==> src/dpsm_pkg.sv <==
// shared constants and types of the dual port serial mux
// assumes a single core clock and an active-low asynchronous reset
package dpsm_pkg;

   // ****************************************************
   // register port
   // ****************************************************
   localparam int ADDR_W = 4;             // function code width
   localparam logic [1:0] FN_STATUS = 2'h0; // 00xx read port status
   localparam logic [1:0] FN_DATA = 2'h1;   // 01xx read port data
   localparam logic [1:0] FN_PORT = 2'h2;   // 10xx port writes
   localparam logic [1:0] FN_CAL = 2'h3;    // 11xx calendar and dial
   localparam logic [3:0] ADDR_TXD0 = 4'h8; // transmit char, port 0
   localparam logic [3:0] ADDR_FMT0 = 4'ha; // line format, port 0
   localparam logic [3:0] ADDR_TOD = 4'hc;  // seconds of day
   localparam logic [3:0] ADDR_DATE = 4'hd; // month and year
   localparam logic [3:0] ADDR_DIAL = 4'he; // dial-out control, port 1

   // ****************************************************
   // line rates and timing
   // ****************************************************
   localparam int BAUD_110 = 110;
   localparam int BAUD_300 = 300;
   localparam int BAUD_600 = 600;
   localparam int BAUD_1200 = 1200;
   localparam int BAUD_2400 = 2400;
   localparam int BAUD_4800 = 4800;
   localparam int BAUD_9600 = 9600;
   localparam int BAUD_19200 = 19200;
   localparam int CLK_HZ_DEF = 100_000_000; // core clock rate
   localparam int BITCNT_W = 20;            // holds the 110 baud bit time
   localparam logic [7:0] SW_POLL_CYC = 8'hff; // switch receiver poll period
   localparam logic [16:0] TOD_LAST = 17'h1517f; // 86399 seconds

   // ****************************************************
   // switch codes and buffers
   // ****************************************************
   localparam logic [2:0] OPT_DISABLED = 3'h7;
   localparam logic [2:0] OPT_MESSAGES_ONLY_OPTION = 3'h6;
   localparam logic [2:0] OPT_BOOT = 3'h5;
   localparam logic [2:0] OPT_BOOT_PWR = 3'h3;
   localparam int TXQ_AW = 6;               // 64 character output buffer
   localparam logic [1:0] RXQ_DEPTH = 2'h3; // three character input buffer
   localparam logic [2:0] BAUD_SW_RST = 3'h7;
   localparam logic [2:0] OPT_SW_RST = 3'h7;

   // ****************************************************
   // types
   // ****************************************************
   typedef struct packed {
      logic [1:0] len;     // data bits minus five
      logic par_en;        // parity bit present
      logic par_odd;       // odd when set, even when clear
      logic stop2;         // two stop bits
   } dpsm_fmt_t;
   localparam dpsm_fmt_t FMT_RST = 5'h18; // 8 bits, no parity, 1 stop

   typedef struct packed {
      logic framing_err;   // sticky
      logic parity_err;    // sticky
      logic overrun;       // sticky
      logic tx_busy;
      logic txq_empty;
      logic txq_full;
      logic rx_avail;
   } dpsm_stat_t;

   typedef enum logic [2:0] {
      TX_IDLE = 3'b000,
      TX_START = 3'b001,
      TX_DATA = 3'b010,
      TX_PAR = 3'b011,
      TX_STOP = 3'b100
   } dpsm_tx_st_t;

   typedef enum logic [2:0] {
      RX_IDLE = 3'b000,
      RX_START = 3'b001,
      RX_DATA = 3'b010,
      RX_PAR = 3'b011,
      RX_STOP = 3'b100
   } dpsm_rx_st_t;

endpackage : dpsm_pkg

==> src/dpsm_mux.sv <==
// dual port serial mux: two framed serial ports behind a function port
// assumes switch and serial pins are asynchronous; the host port is on core_clk
// Behaviour
// - start, 5-8 data, parity, 1-2 stops
// - software sets length, parity, stop count
// - each port has its own rate
// - three-bit switch code selects rate
// - rate switch read on decoder strobe
// - option switch read on decoder strobe
// - option code disables or grants remote functions
// - switch values never reach host reads
// - 64 character output, 3 character input
// - characters are seven-bit ascii only
// - output queue decouples host from line
// - uart serialises and deserialises each port
// - function codes decoded and carried out
// - output queue feeds the transmitter
// - port data steered onto host bus
// - 00xx returns status, 01xx returns data
// - host reaches mux only via this port
// - port 0 console, port 1 maintenance
// - dial-out only on port 1
// - calendar of time, month, year
//
// Chosen here: the address-and-strobe port and the register offsets.
module dpsm_mux
   import dpsm_pkg::*;
#(
   parameter int CLK_HZ = CLK_HZ_DEF
) (
   // clock and reset
   input wire logic core_clk,
   input wire logic rst_n,
   // host function port
   input wire logic [ADDR_W-1:0] addr,
   input wire logic [31:0] wdata,
   input wire logic wr,
   input wire logic rd,
   output logic [31:0] rdata,
   // rotary switch pins, per port
   input wire logic [2:0] baud_sw [2],
   input wire logic [2:0] opt_sw [2],
   // serial lines, port 0 console, port 1 maintenance
   input wire logic [1:0] rxd,
   output logic [1:0] txd,
   // option grants, per port
   output logic [1:0] port_en,
   output logic [1:0] remote_boot_en,
   output logic [1:0] remote_power_en,
   // dial-out pins, port 1 only
   output logic dial_call_req,
   output logic dial_digit_present,
   output logic [3:0] dial_digit
);

   // ****************************************************
   // rate table
   // ****************************************************

   // bit time in cycles; rounded down from the exact figure
   // code to rate
   function automatic logic [BITCNT_W-1:0] bit_cyc(input logic [2:0] c);
      case (c)
         3'h7: bit_cyc = BITCNT_W'(CLK_HZ / BAUD_110);
         3'h6: bit_cyc = BITCNT_W'(CLK_HZ / BAUD_300);
         3'h5: bit_cyc = BITCNT_W'(CLK_HZ / BAUD_600);
         3'h4: bit_cyc = BITCNT_W'(CLK_HZ / BAUD_1200);
         3'h3: bit_cyc = BITCNT_W'(CLK_HZ / BAUD_2400);
         3'h2: bit_cyc = BITCNT_W'(CLK_HZ / BAUD_4800);
         3'h1: bit_cyc = BITCNT_W'(CLK_HZ / BAUD_9600);
         default: bit_cyc = BITCNT_W'(CLK_HZ / BAUD_19200);
      endcase
   endfunction : bit_cyc

   // ****************************************************
   // switch receivers
   // ****************************************************
   logic [7:0] poll_r;            // internal decoder-one poll timer
   logic sw_sel;                  // decoder one with memory read
   logic [2:0] baud_m [2];        // first sync stage, read only by baud_s
   logic [2:0] baud_s [2];
   logic [2:0] opt_m [2];
   logic [2:0] opt_s [2];
   logic [2:0] baud_r [2];        // held rate code
   logic [2:0] opt_r [2];         // held option code

   // poll timer stands in for the microprocessor's periodic read
   always_ff @(posedge core_clk or negedge rst_n) begin
      if (!rst_n) begin
         poll_r <= 8'h00;
      end else if (sw_sel) begin
         poll_r <= 8'h00;
      end else begin
         poll_r <= poll_r + 8'h01;
      end
   end
   assign sw_sel = (poll_r == SW_POLL_CYC);

   // ****************************************************
   // calendar and dial
   // ****************************************************
   logic [26:0] tick_r;           // one second prescaler
   logic [16:0] tod_r;            // seconds of day
   logic [3:0] month_r;
   logic [7:0] year_r;            // years past a software chosen base
   logic [5:0] dial_r;            // digit present, digit, call request
   logic wr_tod;
   logic wr_date;
   logic wr_dial;

   assign wr_tod = wr && (addr == ADDR_TOD);
   assign wr_date = wr && (addr == ADDR_DATE);
   assign wr_dial = wr && (addr == ADDR_DIAL);

   // time of day counts; month and year only change by host write
   // calendar keeping
   always_ff @(posedge core_clk or negedge rst_n) begin
      if (!rst_n) begin
         tick_r <= 27'h0;
         tod_r <= 17'h0;
      end else if (wr_tod) begin
         tick_r <= 27'h0;
         tod_r <= wdata[16:0];
      end else if (tick_r == 27'(CLK_HZ - 1)) begin
         tick_r <= 27'h0;
         tod_r <= (tod_r == TOD_LAST) ? 17'h0 : tod_r + 17'h1;
      end else begin
         tick_r <= tick_r + 27'h1;
      end
   end

   // date register
   always_ff @(posedge core_clk or negedge rst_n) begin
      if (!rst_n) begin
         month_r <= 4'h1;
         year_r <= 8'h0;
      end else if (wr_date) begin
         month_r <= wdata[11:8];
         year_r <= wdata[7:0];
      end
   end

   // dial control, held off while port 1 is switched off
   // port one only, port roles
   always_ff @(posedge core_clk or negedge rst_n) begin
      if (!rst_n) begin
         dial_r <= 6'h0;
      end else if (!port_en[1]) begin
         dial_r <= 6'h0;
      end else if (wr_dial) begin
         dial_r <= wdata[5:0];
      end
   end
   assign dial_call_req = dial_r[0];
   assign dial_digit = dial_r[4:1];
   assign dial_digit_present = dial_r[5];

   // ****************************************************
   // per port logic
   // ****************************************************
   dpsm_stat_t stat [2];           // per port status word
   logic [6:0] rx_head [2];        // oldest received character
   dpsm_fmt_t fmt_r [2];           // programmed line format

   genvar gv;
   generate
      for (gv = 0; gv < 2; gv++) begin : g_port
         logic [6:0] txq [64];         // output buffer
         logic [TXQ_AW:0] wp_r;        // write pointer with wrap bit
         logic [TXQ_AW:0] rp_r;        // read pointer with wrap bit
         logic q_full;
         logic q_empty;
         logic q_push;
         logic q_pop;
         dpsm_tx_st_t tx_st_r;
         logic [BITCNT_W-1:0] tx_cnt_r;
         logic [7:0] tx_sh_r;          // shift register, lsb first
         logic [2:0] tx_bit_r;         // bits sent in current field
         logic tx_par_r;
         logic rx_m;                   // first sync stage
         logic rx_s;
         dpsm_rx_st_t rx_st_r;
         logic [BITCNT_W-1:0] rx_cnt_r;
         logic [7:0] rx_sh_r;
         logic [2:0] rx_bit_r;
         logic rx_par_r;
         logic rx_push;
         logic rx_pop;
         logic [6:0] rxq [3];          // input buffer
         logic [1:0] rxq_cnt_r;
         logic ovr_r;
         logic perr_r;
         logic ferr_r;
         logic stat_rd;
         logic [2:0] nbits;            // data bits minus one
         logic en;
         logic [BITCNT_W-1:0] full_cyc;

         assign en = port_en[gv];
         assign full_cyc = bit_cyc(baud_r[gv]);
         assign nbits = 3'h4 + {1'b0, fmt_r[gv].len};

         // switch sync and hold; each port keeps its own codes
         // independent rate, rate read on strobe
         always_ff @(posedge core_clk or negedge rst_n) begin
            if (!rst_n) begin
               baud_m[gv] <= BAUD_SW_RST;
               baud_s[gv] <= BAUD_SW_RST;
               opt_m[gv] <= OPT_SW_RST;
               opt_s[gv] <= OPT_SW_RST;
               baud_r[gv] <= BAUD_SW_RST;
               opt_r[gv] <= OPT_SW_RST;
            end else begin
               baud_m[gv] <= baud_sw[gv];
               baud_s[gv] <= baud_m[gv];
               opt_m[gv] <= opt_sw[gv];
               opt_s[gv] <= opt_m[gv];
               if (sw_sel) begin
                  baud_r[gv] <= baud_s[gv];
                  opt_r[gv] <= opt_s[gv];
               end
            end
         end

         // option decode; unlisted codes behave as messages only
         // option grants
         always_ff @(posedge core_clk or negedge rst_n) begin
            if (!rst_n) begin
               port_en[gv] <= 1'b0;
               remote_boot_en[gv] <= 1'b0;
               remote_power_en[gv] <= 1'b0;
            end else begin
               port_en[gv] <= (opt_r[gv] != OPT_DISABLED);
               remote_boot_en[gv] <= (opt_r[gv] == OPT_BOOT) || (opt_r[gv] == OPT_BOOT_PWR);
               remote_power_en[gv] <= (opt_r[gv] == OPT_BOOT_PWR);
            end
         end

         // line format written by the host
         // programmable format
         always_ff @(posedge core_clk or negedge rst_n) begin
            if (!rst_n) begin
               fmt_r[gv] <= FMT_RST;
            end else if (wr && (addr == ADDR_FMT0 + 4'(gv))) begin
               fmt_r[gv] <= wdata[4:0];
            end
         end

         // output queue; writes to a full or disabled port are dropped
         // 64 deep, host not throttled, ascii
         assign q_full = (wp_r[TXQ_AW] != rp_r[TXQ_AW]) &&
                         (wp_r[TXQ_AW-1:0] == rp_r[TXQ_AW-1:0]);
         assign q_empty = (wp_r == rp_r);
         assign q_push = wr && (addr == ADDR_TXD0 + 4'(gv)) && !q_full && en;
         assign q_pop = (tx_st_r == TX_IDLE) && !q_empty && en;
         always_ff @(posedge core_clk) begin
            if (q_push) begin
               txq[wp_r[TXQ_AW-1:0]] <= wdata[6:0];
            end
         end
         always_ff @(posedge core_clk or negedge rst_n) begin
            if (!rst_n) begin
               wp_r <= '0;
               rp_r <= '0;
            end else begin
               if (q_push) begin
                  wp_r <= wp_r + 7'h1;
               end
               if (q_pop) begin
                  rp_r <= rp_r + 7'h1;
               end
            end
         end

         // transmitter: start, data lsb first, parity, stops
         // queue feeds uart, serialise, framing
         always_ff @(posedge core_clk or negedge rst_n) begin
            if (!rst_n) begin
               tx_st_r <= TX_IDLE;
               tx_cnt_r <= '0;
               tx_sh_r <= 8'h00;
               tx_bit_r <= 3'h0;
               tx_par_r <= 1'b0;
               txd[gv] <= 1'b1;
            end else if (tx_st_r == TX_IDLE) begin
               txd[gv] <= 1'b1;
               if (q_pop) begin
                  tx_sh_r <= {1'b0, txq[rp_r[TXQ_AW-1:0]]};
                  tx_par_r <= fmt_r[gv].par_odd;
                  tx_cnt_r <= full_cyc - 20'h1;
                  tx_bit_r <= 3'h0;
                  tx_st_r <= TX_START;
                  txd[gv] <= 1'b0;
               end
            end else if (tx_cnt_r != '0) begin
               tx_cnt_r <= tx_cnt_r - 20'h1;
            end else begin
               tx_cnt_r <= full_cyc - 20'h1;
               case (tx_st_r)
                  TX_START, TX_DATA: begin
                     if (tx_st_r == TX_DATA && tx_bit_r == nbits) begin
                        // last data bit done
                        tx_st_r <= fmt_r[gv].par_en ? TX_PAR : TX_STOP;
                        txd[gv] <= fmt_r[gv].par_en ? tx_par_r : 1'b1;
                        tx_bit_r <= 3'h0;
                     end else begin
                        if (tx_st_r == TX_DATA) begin
                           tx_bit_r <= tx_bit_r + 3'h1;
                        end
                        tx_st_r <= TX_DATA;
                        txd[gv] <= tx_sh_r[0];
                        tx_par_r <= tx_par_r ^ tx_sh_r[0];
                        tx_sh_r <= {1'b0, tx_sh_r[7:1]};
                     end
                  end
                  TX_PAR: begin
                     tx_st_r <= TX_STOP;
                     txd[gv] <= 1'b1;
                  end
                  TX_STOP: begin
                     // second stop bit when asked for
                     if (fmt_r[gv].stop2 && tx_bit_r == 3'h0) begin
                        tx_bit_r <= 3'h1;
                     end else begin
                        tx_st_r <= TX_IDLE;
                     end
                  end
                  default: begin
                     tx_st_r <= TX_IDLE;
                     txd[gv] <= 1'b1;
                  end
               endcase
            end
         end

         // receive line synchroniser
         always_ff @(posedge core_clk or negedge rst_n) begin
            if (!rst_n) begin
               rx_m <= 1'b1;
               rx_s <= 1'b1;
            end else begin
               rx_m <= rxd[gv];
               rx_s <= rx_m;
            end
         end

         // receiver; half a bit after the start edge, then whole bits
         // centre sampling, deserialise, ignore when off
         always_ff @(posedge core_clk or negedge rst_n) begin
            if (!rst_n) begin
               rx_st_r <= RX_IDLE;
               rx_cnt_r <= '0;
               rx_sh_r <= 8'h00;
               rx_bit_r <= 3'h0;
               rx_par_r <= 1'b0;
            end else if (!en) begin
               rx_st_r <= RX_IDLE;
            end else if (rx_st_r == RX_IDLE) begin
               if (!rx_s) begin
                  rx_st_r <= RX_START;
                  rx_cnt_r <= {1'b0, full_cyc[BITCNT_W-1:1]};
               end
            end else if (rx_cnt_r != '0) begin
               rx_cnt_r <= rx_cnt_r - 20'h1;
            end else begin
               rx_cnt_r <= full_cyc - 20'h1;
               case (rx_st_r)
                  RX_START: begin
                     // a glitch shorter than half a bit is dropped
                     rx_st_r <= rx_s ? RX_IDLE : RX_DATA;
                     rx_bit_r <= 3'h0;
                     rx_sh_r <= 8'h00;
                     rx_par_r <= fmt_r[gv].par_odd;
                  end
                  RX_DATA: begin
                     rx_sh_r[rx_bit_r] <= rx_s;
                     rx_par_r <= rx_par_r ^ rx_s;
                     rx_bit_r <= rx_bit_r + 3'h1;
                     if (rx_bit_r == nbits) begin
                        rx_st_r <= fmt_r[gv].par_en ? RX_PAR : RX_STOP;
                     end
                  end
                  RX_PAR: begin
                     rx_par_r <= rx_par_r ^ rx_s;
                     rx_st_r <= RX_STOP;
                  end
                  default: begin
                     rx_st_r <= RX_IDLE;
                  end
               endcase
            end
         end
         // one stop bit is checked; the second is idle line anyway
         assign rx_push = en && (rx_st_r == RX_STOP) && (rx_cnt_r == '0) && rx_s;
         assign rx_pop = rd && (addr[3:2] == FN_DATA) && (addr[0] == 1'(gv));

         // input buffer, three deep; bit 7 dropped for ascii
         // three deep, ascii
         always_ff @(posedge core_clk or negedge rst_n) begin
            if (!rst_n) begin
               rxq_cnt_r <= 2'h0;
               rxq[0] <= 7'h00;
               rxq[1] <= 7'h00;
               rxq[2] <= 7'h00;
            end else if (rx_pop && rxq_cnt_r != 2'h0) begin
               rxq[0] <= rxq[1];
               rxq[1] <= rxq[2];
               if (rx_push) begin
                  rxq[rxq_cnt_r - 2'h1] <= rx_sh_r[6:0];
               end else begin
                  rxq_cnt_r <= rxq_cnt_r - 2'h1;
               end
            end else if (rx_push && rxq_cnt_r != RXQ_DEPTH) begin
               rxq[rxq_cnt_r] <= rx_sh_r[6:0];
               rxq_cnt_r <= rxq_cnt_r + 2'h1;
            end
         end

         // sticky errors; a new error in the clearing read wins
         assign stat_rd = rd && (addr[3:2] == FN_STATUS) && (addr[0] == 1'(gv));
         always_ff @(posedge core_clk or negedge rst_n) begin
            if (!rst_n) begin
               ovr_r <= 1'b0;
               perr_r <= 1'b0;
               ferr_r <= 1'b0;
            end else begin
               ovr_r <= (rx_push && rxq_cnt_r == RXQ_DEPTH && !rx_pop) ||
                        (ovr_r && !stat_rd);
               perr_r <= (rx_push && fmt_r[gv].par_en && rx_par_r) ||
                         (perr_r && !stat_rd);
               ferr_r <= (en && rx_st_r == RX_STOP && rx_cnt_r == '0 && !rx_s) ||
                         (ferr_r && !stat_rd);
            end
         end

         // status carries no switch value
         // switches hidden
         assign stat[gv] = '{framing_err: ferr_r, parity_err: perr_r, overrun: ovr_r,
                             tx_busy: (tx_st_r != TX_IDLE), txq_empty: q_empty,
                             txq_full: q_full, rx_avail: (rxq_cnt_r != 2'h0)};
         assign rx_head[gv] = rxq[0];
      end
   endgenerate

   // ****************************************************
   // read answer
   // ****************************************************

   // function decode; answer valid the cycle after the strobe only
   // function decode, status and data codes
   // port data to host bus, sole host path
   always_ff @(posedge core_clk or negedge rst_n) begin
      if (!rst_n) begin
         rdata <= 32'h0;
      end else if (!rd) begin
         rdata <= 32'h0;
      end else begin
         case (addr[3:2])
            FN_STATUS: rdata <= {25'h0, stat[addr[0]]};
            FN_DATA: rdata <= {25'h0, rx_head[addr[0]]};
            FN_PORT: rdata <= addr[1] ? {27'h0, fmt_r[addr[0]]} : 32'h0;
            default: begin
               case (addr)
                  ADDR_TOD: rdata <= {15'h0, tod_r};
                  ADDR_DATE: rdata <= {20'h0, month_r, year_r};
                  ADDR_DIAL: rdata <= {26'h0, dial_r};
                  default: rdata <= 32'h0;
               endcase
            end
         endcase
      end
   end

endmodule : dpsm_mux

==> config.mk <==
export PLATFORM = sky130hd
export DESIGN_NAME = dpsm_mux
export DESIGN_NICKNAME = d
export VERILOG_FILES = /design/src/dpsm_pkg.sv /design/src/dpsm_mux.sv
export SDC_FILE = /design/constraint.sdc
export NUM_CORES = 2
export LEC_CHECK = 0
export ABC_AREA = 1
export BUFFER_PORTS_ARGS = -buffer_cell sky130_fd_sc_hd__buf_4
export CORE_ASPECT_RATIO = 2
export CORE_MARGIN = 4
export CORE_UTILIZATION = 23
export DETAILED_ROUTE_END_ITERATION = 16
export SYNTH_ARGS = -nofsm -noshare
export SYNTH_HDL_FRONTEND = slang
export SYNTH_SLANG_ARGS = --single-unit
export TNS_END_PERCENT = 20
==> constraint.sdc <==
create_clock -name core_clk -period 3.7 [get_ports core_clk]
set_clock_uncertainty 0.15 [all_clocks]
set_input_delay 0.555 -clock core_clk [delete_from_list [all_inputs] [get_ports core_clk]]
set_output_delay 0.555 -clock core_clk [all_outputs]
set_load 0.02 [all_outputs]
Word level (Yosys, flattened, before mapping)

Memories as Yosys holds them, arrays and structs flattened.
Index checks and enable logic that the tools add are counted.

Word-level logic and storage cells: 496
RAM bits: 896
ROM bits: 0
Input port bits: 54
Register bits after elaboration: 380
Memories: 2
Output and inout bits: 46
Bits in latches: 0

Memory list:

| memory        | depth | width | read ports | clocked after Yosys merged registers in | write ports | RTL line        | source |
|---|---|---|---|---|---|---|---|
| g_port[0].txq | 64    | 7     | 1          | 0                                       | 1           | dpsm_mux.sv:168 | `logic [6:0] txq [64];` |
| g_port[1].txq | 64    | 7     | 1          | 0                                       | 1           | dpsm_mux.sv:168 |  |

Bitwise gates (word level): 14
Reductions and logical operators: 129
Multiply operators: 0
Shift operators: 0
Muxes and demuxes: 149
$lt $le $gt $ge: 13
Add/sub/neg operators: 23
Equality and inequality tests: 89
Divide/modulo/power cells: 0

Operator list:

| cell                                                                   | number |
|---|---|
| 20-bit case mux with 7 select lines                                    | 2 |
| 20-bit 2-to-1 mux                                                      | 12 |
| 21-bit 2-to-1 mux                                                      | 6 |
| 20-bit by 1-bit subtractor with 20-bit output (second input constant)  | 6 |
| 3-bit 2-to-1 mux                                                       | 34 |
| 17-bit case mux with 3 select lines                                    | 2 |
| 8-bit 2-to-1 mux                                                       | 11 |
| 21-bit bitwise mux                                                     | 4 |
| 20-bit nonzero test                                                    | 4 |
| 7-bit 2-to-1 mux                                                       | 10 |
| 17-bit 2-to-1 mux                                                      | 4 |
| 1-bit logical AND                                                      | 59 |
| 7-bit demux with 2-bit select                                          | 4 |
| 27-bit 2-to-1 mux                                                      | 2 |
| 3-bit by 2-bit equality test with 1-bit output (second input constant) | 14 |
| 3-bit equality test (second input constant)                            | 14 |
| 20-bit logical NOT                                                     | 2 |
| 3-bit case mux with 3 select lines                                     | 4 |
| 2-bit inequality test (second input constant)                          | 16 |
| 8-bit case mux with 2 select lines                                     | 2 |
| 3-bit inequality test (second input constant)                          | 10 |
| 7-bit by 1-bit adder with 7-bit output (second input constant)         | 4 |
| 4-bit equality test (second input constant)                            | 7 |
| 27-bit by 1-bit adder with 27-bit output (second input constant)       | 1 |
| other kinds (46)                                                       | 183 |

Depth between registers and ports, before layout

Depth after elaboration: 9
Gate-level depth with buffers: 17
Mapped depth without buffers: 15

Worst setup path before layout

No wires, ideal clock.

Path kind: input to register
Start: input port addr[3]
End: memory g_port[1].txq[63][0], enable pin
Path buffers: 0
Library setup time: 0.380 ns
Data arrival time: 2.043 ns
Data required time: 3.170 ns
Slack: 1.127 ns
Stages: 8
Cells stage by stage: inv_2 -> nor2_2 -> nand2_1 -> nor3_2 -> nand2_1 -> nor2_2 -> nand2_1 -> nor3_1

Word-level cells in the longest chain between the ends: 6

RTL lines:

| what                                   | RTL line        | source |
|---|---|---|
| start, declared                        | dpsm_mux.sv:35  | `input wire logic [ADDR_W-1:0] addr,` |
| 4-bit equality test                    | dpsm_mux.sv:254 | `assign q_push = wr && (addr == ADDR_TXD0 + 4'(gv)) && !q_full && en;` |
| 1-bit logical AND (3 in a row)         | dpsm_mux.sv:254 |  |
| 1-bit 2-to-1 mux                       | dpsm_mux.sv:257 | `if (q_push) begin` |
| 1-bit 2-to-1 mux (implied by the code) | dpsm_mux.sv:258 | `txq[wp_r[TXQ_AW-1:0]] <= wdata[6:0];` |
| end, declared                          | dpsm_mux.sv:168 |  |

Every way passes these cells.

Worst setup path in the final report

Start: input port addr[3]
End: memory g_port[1].txq[14][5], enable pin

The elaborated chain is that of the path after synthesis.

==> results_dict.tcl <==
set metrics [dict create \
    synth_edf_count 896 \
    reg2reg_from "g_port[0].rp_r[4]$_DFFE_PN0P_" \
    grt_pass1_wl_mm 257.2 \
    yosys-top-cells-area "edfxtp_1 46%, dfrtp_1 13%, nand2_1 12%" \
    hp-class "in -> reg" \
    wl_per_cell_um 17.40 \
    yosysTopAreaCellShare 0.4592 \
    hold_path_depth 3 \
    fin_crit_sh 0.9233 \
    crit_top_cell "nand2_1" \
    postCtsResizedCells 0 \
    drt_iter0_markers 3064 \
    grt_pass1_vias 44360 \
    vias 44050 \
    cts_tree "yes" \
    detail_route.vias_per_cell 4.487 \
    yosysMostFrequentCell "nand2_1" \
    cts.sinks 1257 \
    p_per_area_mw_per_mm2 464.9 \
    yosysSeqAreaShare 0.6143 \
    fin_area_mm2 0.06740 \
    layout.nets 6526 \
    clock-root-buffer "clkbuf_16" \
    crit_end "g_port[1].txq[14][5]$_DFFE_PP_" \
    dpl_cell_area_mm2 0.06356 \
    synth_ff_type "edfxtp_1" \
    row_count 261 \
    crit_start "addr[3]" \
    clkLatencyLatePin_ps 730 \
    cp_max_fo 8 \
    drv_slew 0 \
    ys_types 55 \
    htreeDepth 3 \
    grt_overflow 0 \
    synth_largest_area_cell "edfxtp_1" \
    synthArstFlopShare 0.2872 \
    drt-pass1-iter-count 8 \
    min_period_ps 3416 \
    dp_hpwl_mm 117.5 \
    grt_max_degree 216 \
    clk_pin_slew_ps 60 \
    hold_viol 0 \
    synthTopCellsByCount "1849 x nand2_1, 896 x edfxtp_1, 841 x nor2_1" \
    worst-r2r-cell-count 10 \
    worstMarginPinSlew_ps 1029 \
    critPathLaunchType "primary input" \
    required_ps 3860 \
    reg2reg_slack_ps 410 \
    timing.fmax_mhz 292.7 \
    finalSetupViolations 0 \
    postCtsSetupBuffers 0 \
    io_buffers 69 \
    syn-mean-instance-area_um2 9.234 \
    synth_seq_cells 1257 \
    tns_ps 0 \
    path_class "in -> reg" \
    reg2reg_to "g_port[0].txq[24][3]$_DFFE_PP_" \
    syn_inst 6346 \
    drive_gt1_frac 0.08562 \
    routed_wl_mm 170.8 \
    yosys_warnings 0 \
    die_x_um 364.9 \
    slowest_delay_ps 580 \
    arrival_ps 3580 \
    areaGrowthSynthToFinish_pct 15.02 \
    die-area_mm2 0.2634 \
    cts-buffers-inserted 104 \
    start_util 0.2315 \
    die_h_um 721.8 \
    slowest_stage "nor2_1" \
    rsz0062_at_grt "no" \
    peakVddDrop_mv 0.3945 \
    place_congestion 0.9144 \
    grt_use_total 0.1259 \
    grt_antenna_before_repair 7 \
    drc 0 \
    outcome "complete, no violations" \
    synth_area_mm2 0.05860 \
    core-area_mm2 0.2531 \
    relSlewSlack 0.3138 \
    io_pins 100 \
    postRouteAntennaNets 0 \
    p_leak_uw 0.02681 \
    hold_buffers 26 \
    drv_cap 0 \
    end_kind "flip-flop" \
    worstPathCellList "dlygate4sd3_1 > buf_4 > inv_2 > nor2_2 > nand2_1 > nor3_2 > buf_4 > nand2_1 > nor2_1 > nand2_1 > nor2_1" \
    clock_path_buffers 3 \
]
[state kept, by name, summed over array words and instances, names as in the netlist, 17 cells and up]
name and count:
g_port.txq 896, g_port.rxq 42, g_port.rx_cnt_r 40, g_port.tx_cnt_r 40, tick_r 27, rdata 17
tod_r 17
[cell usage in the layout (no fill, tap or decap), drive strengths merged, types with 6 or more instances in the layout]
cell type / n
nand2: 1854
edfxtp: 896
nor2: 852
inv: 557
nand3: 503
o21ai: 462
dfrtp: 314
buf: 241
clkbuf: 126
a21oi: 125
xor2: 80
o211ai: 71
nand4: 64
nor3: 57
dfstp: 47
clkinv: 42
ha: 30
dlygate4sd3: 26
mux2: 21
xnor2: 15
conb: 15
o22ai: 14
mux2i: 14
bufinv: 12
a22oi: 11
nor4: 10
clkinvlp: 10
and3: 9
or2: 8
nand3b: 8
a31oi: 7
o31ai: 6
[cell type report]
type                    count  area (um2)
repair buffers            267        2327
flip-flops and latches   1257       36010
fillers                 26530      185700
inverters                 554        2090
clock buffers             126        2796
clock inverters            67       783.3
well taps                3287        4113
multi-input cells        4258       19280
diodes                      1       2.502
[kinds of logic after synthesis]
logic type	Yosys count	share of synthesized area
buffers and inverters	845	0.05778
AO/OA/AOI/OAI	717	0.06687
multiplexers	35	0.006427
flip-flops	1257	0.6143
AND/OR/NAND/NOR	3366	0.2339
XOR/XNOR	95	0.01420
other	1	0.00006399
adder cells (fa/ha/maj)	30	0.006406
[worst min-delay path by stage]
stage	from	slack (ps)	endpoint
5_1_grt	rd	40	rdata[6]$_DFF_PN0_
2_1_floorplan	rst_n	110	dial_r[0]$_DFFE_PN0P_
6_report	rd	80	rdata[6]$_DFF_PN0_
3_3_place_gp	opt_m[2]$_DFF_PN1_	200	opt_s[2]$_DFF_PN1_
3_5_place_dp	baud_m[4]$_DFF_PN1_	200	baud_s[4]$_DFF_PN1_
4_1_cts	rd	0.6	rdata[6]$_DFF_PN0_
[power by group]
group / internal [uW] / total, uW / switching, uW / leakage (uW)
Combinational: 1100 / 3450 / 2350 / 0.0125
Clock: 6310 / 11700 / 5380 / 0.00173
Sequential: 15600 / 16200 / 548 / 0.0126
Total: 23100 / 31300 / 8280 / 0.0268
[metal layers]
layer  GRT usage  part of all wire
met1      0.1216              0.34
met5           0                 0
met4     0.08347             0.074
met3     0.01239             0.034
met2      0.2482              0.55
[critical path: cells and delay by family]
kind	cells	cell delay [ps]
buffers and inverters	4	930
and+or+nand+nor	7	2060
[metrics by stage]
stage	hold slack [ps]	utilization	power [uW]	std cells	setup WS, ps
2_1_floorplan	109.4	-	18600	6360	1127
3_3_place_gp	196.1	0.2511	19800	9597	218.4
3_5_place_dp	196.8	0.2511	19890	9597	180.4
4_1_cts	0.5908	0.2663	31610	9816	360.0
5_1_grt	35.91	0.2663	32600	9817	121.5
6_report	78.11	0.2663	31340	9817	283.8
Note: power is estimated with default switching activity, not from simulation.
